### config.mk
export PLATFORM = sky130hd
export DESIGN_NAME = mdfsb_status_bank
export DESIGN_NICKNAME = d
export VERILOG_FILES = /design/src/verilog/mdfsb_pkg.sv /design/src/verilog/mdfsb_status_bank.sv
export SDC_FILE = /design/constraint.sdc
export NUM_CORES = 1
export LEC_CHECK = 0
export BUFFER_PORTS_ARGS = -buffer_cell sky130_fd_sc_hd__buf_2
export CORE_ASPECT_RATIO = 1.75
export CORE_UTILIZATION = 47
export CTS_CLUSTER_DIAMETER = 40
export DETAILED_ROUTE_END_ITERATION = 10
export GPL_TIMING_DRIVEN = 1
export PLACE_DENSITY = 0.64
export SLEW_MARGIN = 0
export SYNTH_ARGS = -nofsm -noshare
export SYNTH_HDL_FRONTEND = slang
export SYNTH_SLANG_ARGS = --single-unit
### constraint.sdc
create_clock -name sys_clk -period 4 [get_ports sys_clk]
set_input_delay 0 -clock sys_clk [delete_from_list [all_inputs] [get_ports sys_clk]]
set_output_delay 0 -clock sys_clk [all_outputs]
set_load 0.03 [all_outputs]
### src/verilog/mdfsb_pkg.sv
// What this block does
// - Bit 15 of every status word carries parity when parity is enabled, else zero.
// - Summary bit 8 shows a nonvolatile memory load fault.
// - Summary bit 7 shows a power-on reset was seen; it is 1 after reset.
// - Summary bit 6 shows a serial communication fault.
// - Summary bit 5 shows an output stage overcurrent.
// - Summary bit 2 shows undervoltage on charge pump, LDO output or LDO input.
// - Summary bit 1 shows an overtemperature warning or shutdown.
// - Summary bit 0 shows that any device fault is present.
// - Thermal bit 2 shows overtemperature shutdown near the analog LDO.
// - Thermal bit 1 shows an overtemperature warning.
// - Thermal bit 0 shows an overtemperature shutdown.
// - Supply bit 5 shows current-sense reference undervoltage.
// - Supply bit 4 shows charge pump undervoltage.
// - Supply bit 2 shows analog LDO output undervoltage.
// - Supply bit 0 shows analog LDO supply input undervoltage.
// - With parity enabled, read data MSB is replaced by the computed parity.
// - After the first header byte, the addressed device returns an 8-bit status.
`default_nettype none
package mdfsb_pkg;
  localparam int WORD_W = 16;
  localparam int BYTE_W = 8;
  localparam int ADDR_W = 8;
  localparam int ID_W = 4;
  localparam int OC_W = 6;

  // Word offsets
  localparam logic [7:0] ADDR_SUMMARY = 8'h00;
  localparam logic [7:0] ADDR_THERMAL = 8'h04;
  localparam logic [7:0] ADDR_SUPPLY = 8'h05;
  localparam logic [7:0] ADDR_OUTPUT = 8'h06;

  // Reset values
  localparam logic [15:0] SUMMARY_RST = 16'h0080;
  localparam logic [15:0] THERMAL_RST = 16'h0000;
  localparam logic [15:0] SUPPLY_RST = 16'h0000;
  localparam logic [15:0] OUTPUT_RST = 16'h0000;

  // Field positions
  localparam int PARITY_POS = 15;
  localparam int SUM_NVLOAD = 8;
  localparam int SUM_POR = 7;
  localparam int SUM_SERIAL = 6;
  localparam int SUM_OC = 5;
  localparam int SUM_SUPPLY = 2;
  localparam int SUM_THERMAL = 1;
  localparam int SUM_FAULT = 0;
  localparam int TH_LDO_SD = 2;
  localparam int TH_WARN = 1;
  localparam int TH_SD = 0;
  localparam int SUP_SENSE = 5;
  localparam int SUP_CHARGE_PUMP = 4;
  localparam int SUP_LDO_OUT = 2;
  localparam int SUP_LDO_IN = 0;
  localparam int OS_HS_LSB = 4;
  localparam int OS_LS_LSB = 0;

  // Header layout: rw, id, address, two reserved, parity
  localparam int HDR_RW = 15;
  localparam int HDR_ID_LSB = 11;
  localparam int HDR_ADDR_LSB = 3;
  localparam logic HDR_READ = 1'b1;
  localparam int BYTE_ID_LSB = 3;
  localparam logic [3:0] LAST_BIT = 4'hf;
  localparam logic [3:0] BYTE_LAST_BIT = 4'h7;

  typedef struct packed {
    logic nonvolatile_load_fault;
    logic serial_link_fault;
    logic [5:0] overcurrent_flag;
    logic ldo_thermal_shutdown_flag;
    logic thermal_warning_flag;
    logic thermal_shutdown_flag;
    logic sense_reference_low_flag;
    logic charge_pump_low_flag;
    logic ldo_output_low_flag;
    logic ldo_input_low_flag;
  } mdfsb_fault_t;
endpackage
`default_nettype wire

### src/verilog/mdfsb_status_bank.sv
`default_nettype none
module mdfsb_status_bank (
  // Clock and reset
  input wire logic sys_clk,
  input wire logic sys_rst,
  // Detector levels and settings
  input wire mdfsb_pkg::mdfsb_fault_t fault_in,
  input wire logic parity_check_enable,
  input wire logic por_clear,
  input wire logic [3:0] device_id,
  // Serial port, sampled on sys_clk
  input wire logic spi_sclk,
  input wire logic spi_cs_n,
  input wire logic spi_sdi,
  output logic spi_sdo,
  output logic spi_sdo_oe_n
);
  logic [15:0] summary_r, thermal_r, supply_r, output_r;
  logic [15:0] summary_nxt, thermal_nxt, supply_nxt, output_nxt;
  logic por_r;
  logic sclk_q_r;
  logic [3:0] bit_cnt_r, bit_cnt_nxt;
  logic in_hdr_r, in_hdr_nxt;
  logic matched_r, matched_nxt;
  logic [15:0] shift_in_r, shift_in_nxt;
  logic [15:0] shift_out_r, shift_out_nxt;
  logic [7:0] rd_ptr_r, rd_ptr_nxt;
  logic sdo_nxt, oe_n_nxt;

  function automatic logic [15:0] with_parity(input logic [15:0] w, input logic en);
    logic [15:0] r;
    r = w;
    r[mdfsb_pkg::PARITY_POS] = en ? ^w[14:0] : 1'b0;
    return r;
  endfunction

  function automatic logic [15:0] word_at(input logic [7:0] a);
    logic [15:0] w;
    w = 16'h0000;
    case (a)
      mdfsb_pkg::ADDR_SUMMARY: w = summary_r;
      mdfsb_pkg::ADDR_THERMAL: w = thermal_r;
      mdfsb_pkg::ADDR_SUPPLY: w = supply_r;
      mdfsb_pkg::ADDR_OUTPUT: w = output_r;
      default: w = 16'h0000;
    endcase
    return with_parity(w, parity_check_enable);
  endfunction

  // Condensed fault terms
  wire supply_low = fault_in.charge_pump_low_flag | fault_in.ldo_output_low_flag
                    | fault_in.ldo_input_low_flag;
  wire thermal_any = fault_in.thermal_warning_flag | fault_in.thermal_shutdown_flag
                     | fault_in.ldo_thermal_shutdown_flag;
  wire oc_any = |fault_in.overcurrent_flag;
  wire fault_any = fault_in.nonvolatile_load_fault | fault_in.serial_link_fault | oc_any
                   | supply_low | thermal_any | fault_in.sense_reference_low_flag;

  always_comb begin
    summary_nxt = 16'h0000;
    summary_nxt[mdfsb_pkg::SUM_NVLOAD] = fault_in.nonvolatile_load_fault;
    summary_nxt[mdfsb_pkg::SUM_POR] = por_r;
    summary_nxt[mdfsb_pkg::SUM_SERIAL] = fault_in.serial_link_fault;
    summary_nxt[mdfsb_pkg::SUM_OC] = oc_any;
    summary_nxt[mdfsb_pkg::SUM_SUPPLY] = supply_low;
    summary_nxt[mdfsb_pkg::SUM_THERMAL] = thermal_any;
    summary_nxt[mdfsb_pkg::SUM_FAULT] = fault_any;
    thermal_nxt = 16'h0000;
    thermal_nxt[mdfsb_pkg::TH_LDO_SD] = fault_in.ldo_thermal_shutdown_flag;
    thermal_nxt[mdfsb_pkg::TH_WARN] = fault_in.thermal_warning_flag;
    thermal_nxt[mdfsb_pkg::TH_SD] = fault_in.thermal_shutdown_flag;
    supply_nxt = 16'h0000;
    supply_nxt[mdfsb_pkg::SUP_SENSE] = fault_in.sense_reference_low_flag;
    supply_nxt[mdfsb_pkg::SUP_CHARGE_PUMP] = fault_in.charge_pump_low_flag;
    supply_nxt[mdfsb_pkg::SUP_LDO_OUT] = fault_in.ldo_output_low_flag;
    supply_nxt[mdfsb_pkg::SUP_LDO_IN] = fault_in.ldo_input_low_flag;
    output_nxt = 16'h0000;
    output_nxt[mdfsb_pkg::OS_HS_LSB +: 3] = fault_in.overcurrent_flag[5:3];
    output_nxt[mdfsb_pkg::OS_LS_LSB +: 3] = fault_in.overcurrent_flag[2:0];
  end

  // Status words are only ever loaded from detectors; the serial port has no write path
  always_ff @(posedge sys_clk or posedge sys_rst) begin
    if (sys_rst) begin
      summary_r <= mdfsb_pkg::SUMMARY_RST;
    end else begin
      summary_r <= summary_nxt;
    end
  end

  always_ff @(posedge sys_clk or posedge sys_rst) begin
    if (sys_rst) begin
      thermal_r <= mdfsb_pkg::THERMAL_RST;
    end else begin
      thermal_r <= thermal_nxt;
    end
  end

  always_ff @(posedge sys_clk or posedge sys_rst) begin
    if (sys_rst) begin
      supply_r <= mdfsb_pkg::SUPPLY_RST;
    end else begin
      supply_r <= supply_nxt;
    end
  end

  always_ff @(posedge sys_clk or posedge sys_rst) begin
    if (sys_rst) begin
      output_r <= mdfsb_pkg::OUTPUT_RST;
    end else begin
      output_r <= output_nxt;
    end
  end

  // Only reset sets the power-on flag; a clear request drops it until the next reset
  always_ff @(posedge sys_clk or posedge sys_rst) begin
    if (sys_rst) begin
      por_r <= 1'b1;
    end else if (por_clear) begin
      por_r <= 1'b0;
    end
  end

  // Serial framing
  wire cs_act = ~spi_cs_n;
  wire sclk_fall = cs_act & sclk_q_r & ~spi_sclk;
  wire sclk_rise = cs_act & ~sclk_q_r & spi_sclk;
  wire [15:0] word_in = {shift_in_r[14:0], spi_sdi};
  wire [3:0] byte_id = word_in[mdfsb_pkg::BYTE_ID_LSB +: mdfsb_pkg::ID_W];
  wire hdr_read = word_in[mdfsb_pkg::HDR_RW] == mdfsb_pkg::HDR_READ;
  wire [7:0] hdr_addr = word_in[mdfsb_pkg::HDR_ADDR_LSB +: mdfsb_pkg::ADDR_W];
  wire [7:0] rd_ptr_inc = rd_ptr_r + 8'h01;
  wire [15:0] status_word = with_parity(summary_r, parity_check_enable);

  always_comb begin
    bit_cnt_nxt = bit_cnt_r;
    in_hdr_nxt = in_hdr_r;
    matched_nxt = matched_r;
    shift_in_nxt = shift_in_r;
    shift_out_nxt = shift_out_r;
    rd_ptr_nxt = rd_ptr_r;
    sdo_nxt = spi_sdo;
    oe_n_nxt = spi_sdo_oe_n;
    if (!cs_act) begin
      // Outside a frame the pin floats and framing restarts
      bit_cnt_nxt = 4'h0;
      in_hdr_nxt = 1'b1;
      matched_nxt = 1'b0;
      sdo_nxt = 1'b0;
      oe_n_nxt = 1'b1;
    end else if (sclk_fall) begin
      shift_in_nxt = word_in;
      bit_cnt_nxt = bit_cnt_r + 4'h1;
      if (in_hdr_r && bit_cnt_r == mdfsb_pkg::BYTE_LAST_BIT) begin
        matched_nxt = byte_id == device_id;
        shift_out_nxt = {status_word[7:0], 8'h00};
      end else if (bit_cnt_r == mdfsb_pkg::LAST_BIT) begin
        in_hdr_nxt = 1'b0;
        if (in_hdr_r) begin
          // A write header keeps the read pointer, so reads can continue elsewhere
          if (matched_r && hdr_read) begin
            rd_ptr_nxt = hdr_addr;
          end
          shift_out_nxt = word_at((matched_r && hdr_read) ? hdr_addr : rd_ptr_r);
        end else begin
          // Incoming data words are dropped: every word here is read-only
          rd_ptr_nxt = rd_ptr_inc;
          shift_out_nxt = word_at(rd_ptr_inc);
        end
      end
    end else if (sclk_rise && matched_r) begin
      sdo_nxt = shift_out_r[15];
      shift_out_nxt = {shift_out_r[14:0], 1'b0};
      oe_n_nxt = 1'b0;
    end
  end

  // Resets to the idle clock level so that no false edge follows reset
  always_ff @(posedge sys_clk or posedge sys_rst) begin
    if (sys_rst) begin
      sclk_q_r <= 1'b0;
    end else begin
      sclk_q_r <= spi_sclk;
    end
  end

  always_ff @(posedge sys_clk or posedge sys_rst) begin
    if (sys_rst) begin
      bit_cnt_r <= 4'h0;
    end else begin
      bit_cnt_r <= bit_cnt_nxt;
    end
  end

  always_ff @(posedge sys_clk or posedge sys_rst) begin
    if (sys_rst) begin
      in_hdr_r <= 1'b1;
    end else begin
      in_hdr_r <= in_hdr_nxt;
    end
  end

  always_ff @(posedge sys_clk or posedge sys_rst) begin
    if (sys_rst) begin
      matched_r <= 1'b0;
    end else begin
      matched_r <= matched_nxt;
    end
  end

  always_ff @(posedge sys_clk or posedge sys_rst) begin
    if (sys_rst) begin
      shift_in_r <= 16'h0000;
    end else begin
      shift_in_r <= shift_in_nxt;
    end
  end

  always_ff @(posedge sys_clk or posedge sys_rst) begin
    if (sys_rst) begin
      shift_out_r <= 16'h0000;
    end else begin
      shift_out_r <= shift_out_nxt;
    end
  end

  always_ff @(posedge sys_clk or posedge sys_rst) begin
    if (sys_rst) begin
      rd_ptr_r <= 8'h00;
    end else begin
      rd_ptr_r <= rd_ptr_nxt;
    end
  end

  always_ff @(posedge sys_clk or posedge sys_rst) begin
    if (sys_rst) begin
      spi_sdo <= 1'b0;
    end else begin
      spi_sdo <= sdo_nxt;
    end
  end

  always_ff @(posedge sys_clk or posedge sys_rst) begin
    if (sys_rst) begin
      spi_sdo_oe_n <= 1'b1;
    end else begin
      spi_sdo_oe_n <= oe_n_nxt;
    end
  end
endmodule
`default_nettype wire

# Yosys cells after proc, flatten, opt, wreduce, memory -nomap -nowiden
# Index checks and enable logic that the tools add are counted.
# word_totals
inputBits	26
out_inout_bits	2
elab_cells	100
ff_bits	69
# classes
mux	36
bitwise_logic	17
n_eq_ne	12
reduce_logical	19
add_sub_neg	2
# op_table
cell	count
$mux 15	10
$mux 16	5
$pmux 9 s4	2
$eq 8x3->1 const B	6
$reduce_xor 15->1	2
$logic_not 8->1	2
$mux 8	2
$mux 1	15
$reduce_bool 2->1	5
$or 1x1->1	9
$add 8x1->8 const B	1
$mux 4	2
$reduce_and 2->1	3
$reduce_and 3->1	2
$reduce_or 6->1	1
$add 4x1->4 const B	1
$and 1x1->1	4
$eq 4x3->1 const B	1
$eq 4x4->1	1
$eq 4x4->1 const B	1
$ne 2x2->1 const B	2
$not 1->1	4
$reduce_and 4->1	1
$logic_and 1x1->1	3
$ne 3x1->1 const B	1

# Depth between registers and ports, before layout
# logic_depth
depth_word	15
mapped_depth	12

# Least setup slack after synthesis
# OpenSTA, ideal clock, no wires.
# synth_path
path_type	flip-flop to flip-flop
from	reg rd_ptr_r[1]
to	reg shift_out_r[15]
required_ps	3910
arrival_time_ps	2559
n_path_buf	2
period_less_slack_ps	2650
slack_ps	1350
stages_incl_launch_ff	13
cell_sequence	dfrtp_1 -> buf_2 -> inv_1 -> ha_1 -> buf_2 -> a22o_1 -> and3_1 -> a211oi_2 -> xnor3_1 -> or2_0 -> a31o_1 -> a2111o_1 -> o221ai_1
# synth_via
elab_chain_len	14
elab_cells_between_ends	30
cone_classes	add/sub (1); eq/ne (6); mux (19); reduce/logical (4)
# synth_rtl
element	line	source
from (decl)	mdfsb_status_bank.sv:27	logic [7:0] rd_ptr_r, rd_ptr_nxt;
from (signal assigned)	mdfsb_status_bank.sv:231	rd_ptr_r <= rd_ptr_nxt;
$add 8x1->8 or $mux 8 (tied branches)	-	
$eq 8x3->1 or $logic_not 8->1 (tied branches)	mdfsb_status_bank.sv:40	case (a)
$pmux 9 s4	mdfsb_status_bank.sv:40	
$mux 15	mdfsb_status_bank.sv:159	if (in_hdr_r) begin
$mux 15	mdfsb_status_bank.sv:157	end else if (bit_cnt_r == mdfsb_pkg::LAST_BIT) begin
$mux 15	mdfsb_status_bank.sv:154	if (in_hdr_r && bit_cnt_r == mdfsb_pkg::BYTE_LAST_BIT) begin
$mux 15	mdfsb_status_bank.sv:151	end else if (sclk_fall) begin
$mux 15	mdfsb_status_bank.sv:144	if (!cs_act) begin
$reduce_xor 15->1	mdfsb_status_bank.sv:33	r[mdfsb_pkg::PARITY_POS] = en ? ^w[14:0] : 1'b0;
$mux 1	mdfsb_status_bank.sv:33	
$mux 16 *	mdfsb_status_bank.sv:159	
$mux 16 *	mdfsb_status_bank.sv:157	
$mux 16 *	mdfsb_status_bank.sv:154	
$mux 16 *	mdfsb_status_bank.sv:151	
to (signal assigned)	mdfsb_status_bank.sv:223	shift_out_r <= shift_out_nxt;
to (decl)	mdfsb_status_bank.sv:26	logic [15:0] shift_out_r, shift_out_nxt;
# Every way passes the cells marked *; elsewhere a longest branch is shown, timed or not. The select of a mux whose other input is x is not followed.
# A chain may end at the register's enable or synchronous reset.

# Worst setup path after layout
# layout_path
from	reg rd_ptr_r[0]
to	reg shift_out_r[15]
# The elaborated chain is that of the path after synthesis.

==> impl_metrics.yaml <==
route:
  drc: 0
  ant_nets: 0
  totalWireLength_um: 8930
  drt_iter0_markers: 163
  avgViaCountPerCell: 5.88
  post_drt_wl_per_cell_um: 16.4
  first_pass_iters: 7
  num_vias: 3210
cells_and_area:
  num_antenna_cells: 0
  multi_input_comb_area_um2: 1910
  final_area_um2: 4460
  fillCellCount: 715
  seqCellArea_um2: 1730
  area_growth_pct: 18.0
  layout-drive-gt1-share_pct: 13.4
  most-common-layout-cells: "nand2_1, dfrtp_1, nor2_1"
  layout_commonest_cell: "nand2_1"
  final_util_pct: 56.8
  nets: 482
min_path:
  holdCritPathClass: "primary input to flip-flop"
  hold_path_depth: 2
yosys:
  async_flop_share_pct: 100
  yosys_warnings: 0
  yosys.area.top_type: "dfrtp_1"
  synth_area_leaders: "dfrtp_1, nand2_1, a21oi_1"
  synth_cell_types: 62
  synth_seq_area_share_pct: 45.8
  syn_nets: 446
  synth-seq-cells: 69
  syn_inst: 416
  yosysTopAreaCellShare_pct: 43.0
  syn_area_um2: 3780
  yosys_most_used_dff: "dfrtp_1"
  synth_area_per_cell_um2: 9.10
  synth_edf_count: 0
global_routing:
  grt_pass1_wl_um: 15200
  antenna_found_initial: 0
  grt_pass1_vias: 3115
  overflow: 0
  grt_max_degree: 41
  grtUsageTotal_pct: 23.3
clock_tree:
  cts_setup_buffers: 0
  h-tree-depth: 3
  clk_pin_slew_ns: 0.05
  cts-root-buf: "clkbuf_16"
  clk_latency_ns: 0.34
  clk_path_buf_depth: 2
  tritoncts: "built"
  cts_inserted_buffers: 9
  cts_sinks: 69
critical_path:
  crit_path_end_kind: "flip-flop"
  r2r_start: "rd_ptr_r[0]"
  critPathBufInv: 0
  cp-start-kind: "flip-flop"
  crit_chain: "ha_1 > or3b_1 > nor4b_4 > a221oi_1 > xnor3_1 > or2_0 > a31o_1 > a2111o_1 > o221ai_1"
  regToRegSetupSlack_ns: 0.72
  cpPeakStageDelay_ns: 0.57
  crit_type: "flip-flop to flip-flop"
  crit_cells: 9
  startpoint: "rd_ptr_r[0]"
  slowest_stage: "ha_1"
  cp_data_required_time_ns: 4.24
  crit_fanout: 18
  path_delay_family: "simple AND/OR/NAND/NOR gates"
  r2r-end: "shift_out_r[15]"
  crit_end: "shift_out_r[15]"
  worst_ep_arrival_time_ns: 3.52
  worst_r2r_path_depth: 9
timing:
  finalHoldViolCount: 2
  clock_skew_ns: 0.00615
  slew_violations: 0
  rsz0062_at_grt: "no"
  layout_min_cycle_time_ns: 3.28
  hold_ws_ns: -0.000258
  fmax_mhz: 305
  tightest_slew_ns: 0.717
  tns_ns: 0
  finalCritPeriodShare_pct: 81.9
  finalSetupViolations: 0
  relSlewSlack_pct: 51.8
floorplan:
  die_w_um: 69.8
  num_rows: 43
  coreArea_um2: 7860
  die_area_um2: 8430
  io_pins: 28
  die_y_um: 121
  initial_core_util_pct: 48.2
place:
  portBuffers: 27
  dp_hpwl_um: 6450
  place_congestion: 0.854
  placed_area_um2: 3960
flow_run:
  maxCapViolCount: 0
status:
  status: "finished, violations left"
  violations: "hold timing"
pwr:
  peakVddDrop_mv: 0.270
  powerDensity_nw_per_um2: 388
  power.static_leakage_nw: 1.97
-- Yosys cell counts, types with 6 or more instances --
cell type / n
nand2_1: 75
dfrtp_1: 65
nor2_1: 34
a21oi_1: 28
o21ai_0: 17
clkbuf_1: 14
nand3_1: 13
o22ai_1: 13
buf_2: 10
xor2_1: 10
a221oi_1: 8
inv_1: 7
nor3_1: 7
or3_1: 7
a22o_1: 6
a22oi_1: 6
a31oi_1: 6
nand4_1: 6
-- how the worst min path moves through the flow --
stage / to / startpoint / slack, ns
2_1_floorplan: output_r[0] / fault_in[7] / 0.03
3_3_place_gp: shift_out_r[10] / sys_rst / 0.10
3_5_place_dp: shift_out_r[10] / sys_rst / 0.11
4_1_cts: in_hdr_r / spi_cs_n / 0.0002
5_1_grt: spi_sdo / spi_cs_n / 0.01
6_report: bit_cnt_r[1] / spi_cs_n / -0.0003
-- area by class of cell --
| cell class | count | area share (%) |
|---|---|---|
| Tap cell | 90 | 2.52 |
| Multi-Input combinational cell | 313 | 42.7 |
| Timing Repair Buffer | 52 | 8.30 |
| Inverter | 7 | 0.589 |
| Sequential cell | 69 | 38.8 |
| Clock inverter | 4 | 1.63 |
| Clock buffer | 11 | 5.44 |
-- where the power goes --
group	internal, W	switching (W)	leakage, nW
registers	0.000732	0.0000408	0.881
clock network	0.000558	0.000282	0.152
logic	0.0000562	0.0000622	0.938
total	0.00135	0.000385	1.97
-- kinds of logic (layout without fill, tap and decap cells) --
kind of cell    count (synthesis)  in the layout  share of synthesized area [%]
buf+inv                        34             74                           3.80
fa+ha+maj                       4              4                           1.32
mux                             7              7                           1.92
flops                          69             69                           45.8
compound gates                119            119                           21.9
simple gates                  167            167                           21.3
xor+xnor                       16             16                           4.07
-- stage by stage --
stage | power (W) | hold slack [ns] | std cells | setup WS (ns)
floorplan | 0.000845 | 0.0314 | 416 | 1.35
global placement | 0.000887 | 0.100 | 512 | 0.836
detailed placement | 0.000890 | 0.109 | 512 | 0.752
CTS | 0.00174 | 0.000178 | 546 | 0.726
global route | 0.00180 | 0.0101 | 546 | 0.517
finish | 0.00173 | -0.000258 | 546 | 0.723
-- registers in the layout (all words and copies together), names as in the netlist --
register / flops
summary_r: 7
shift_in_r: 15
spi_sdo_oe_n: 1
matched_r: 1
thermal_r: 3
sclk_q_r: 1
por_r: 1
bit_cnt_r: 4
rd_ptr_r: 8
in_hdr_r: 1
shift_out_r: 16
spi_sdo: 1
output_r: 6
supply_r: 4
-- per-layer routing --
metal	share of wire [%]	vias to the layer above	track usage [%]
met3	3.6	22	3.75
met5	0	-	0
met2	52	75	40.3
met4	3.3	0	12.1
li1	-	1580	-
met1	41	1533	27.5
-- what timing repair did --
| action | CTS | global route |
|---|---|---|
| hold endpoints to repair | 49 | 0 |
| gates resized for setup | 0 | 0 |
| hold buffers | 19 | 0 |
Power figures use the tool's default switching activity.
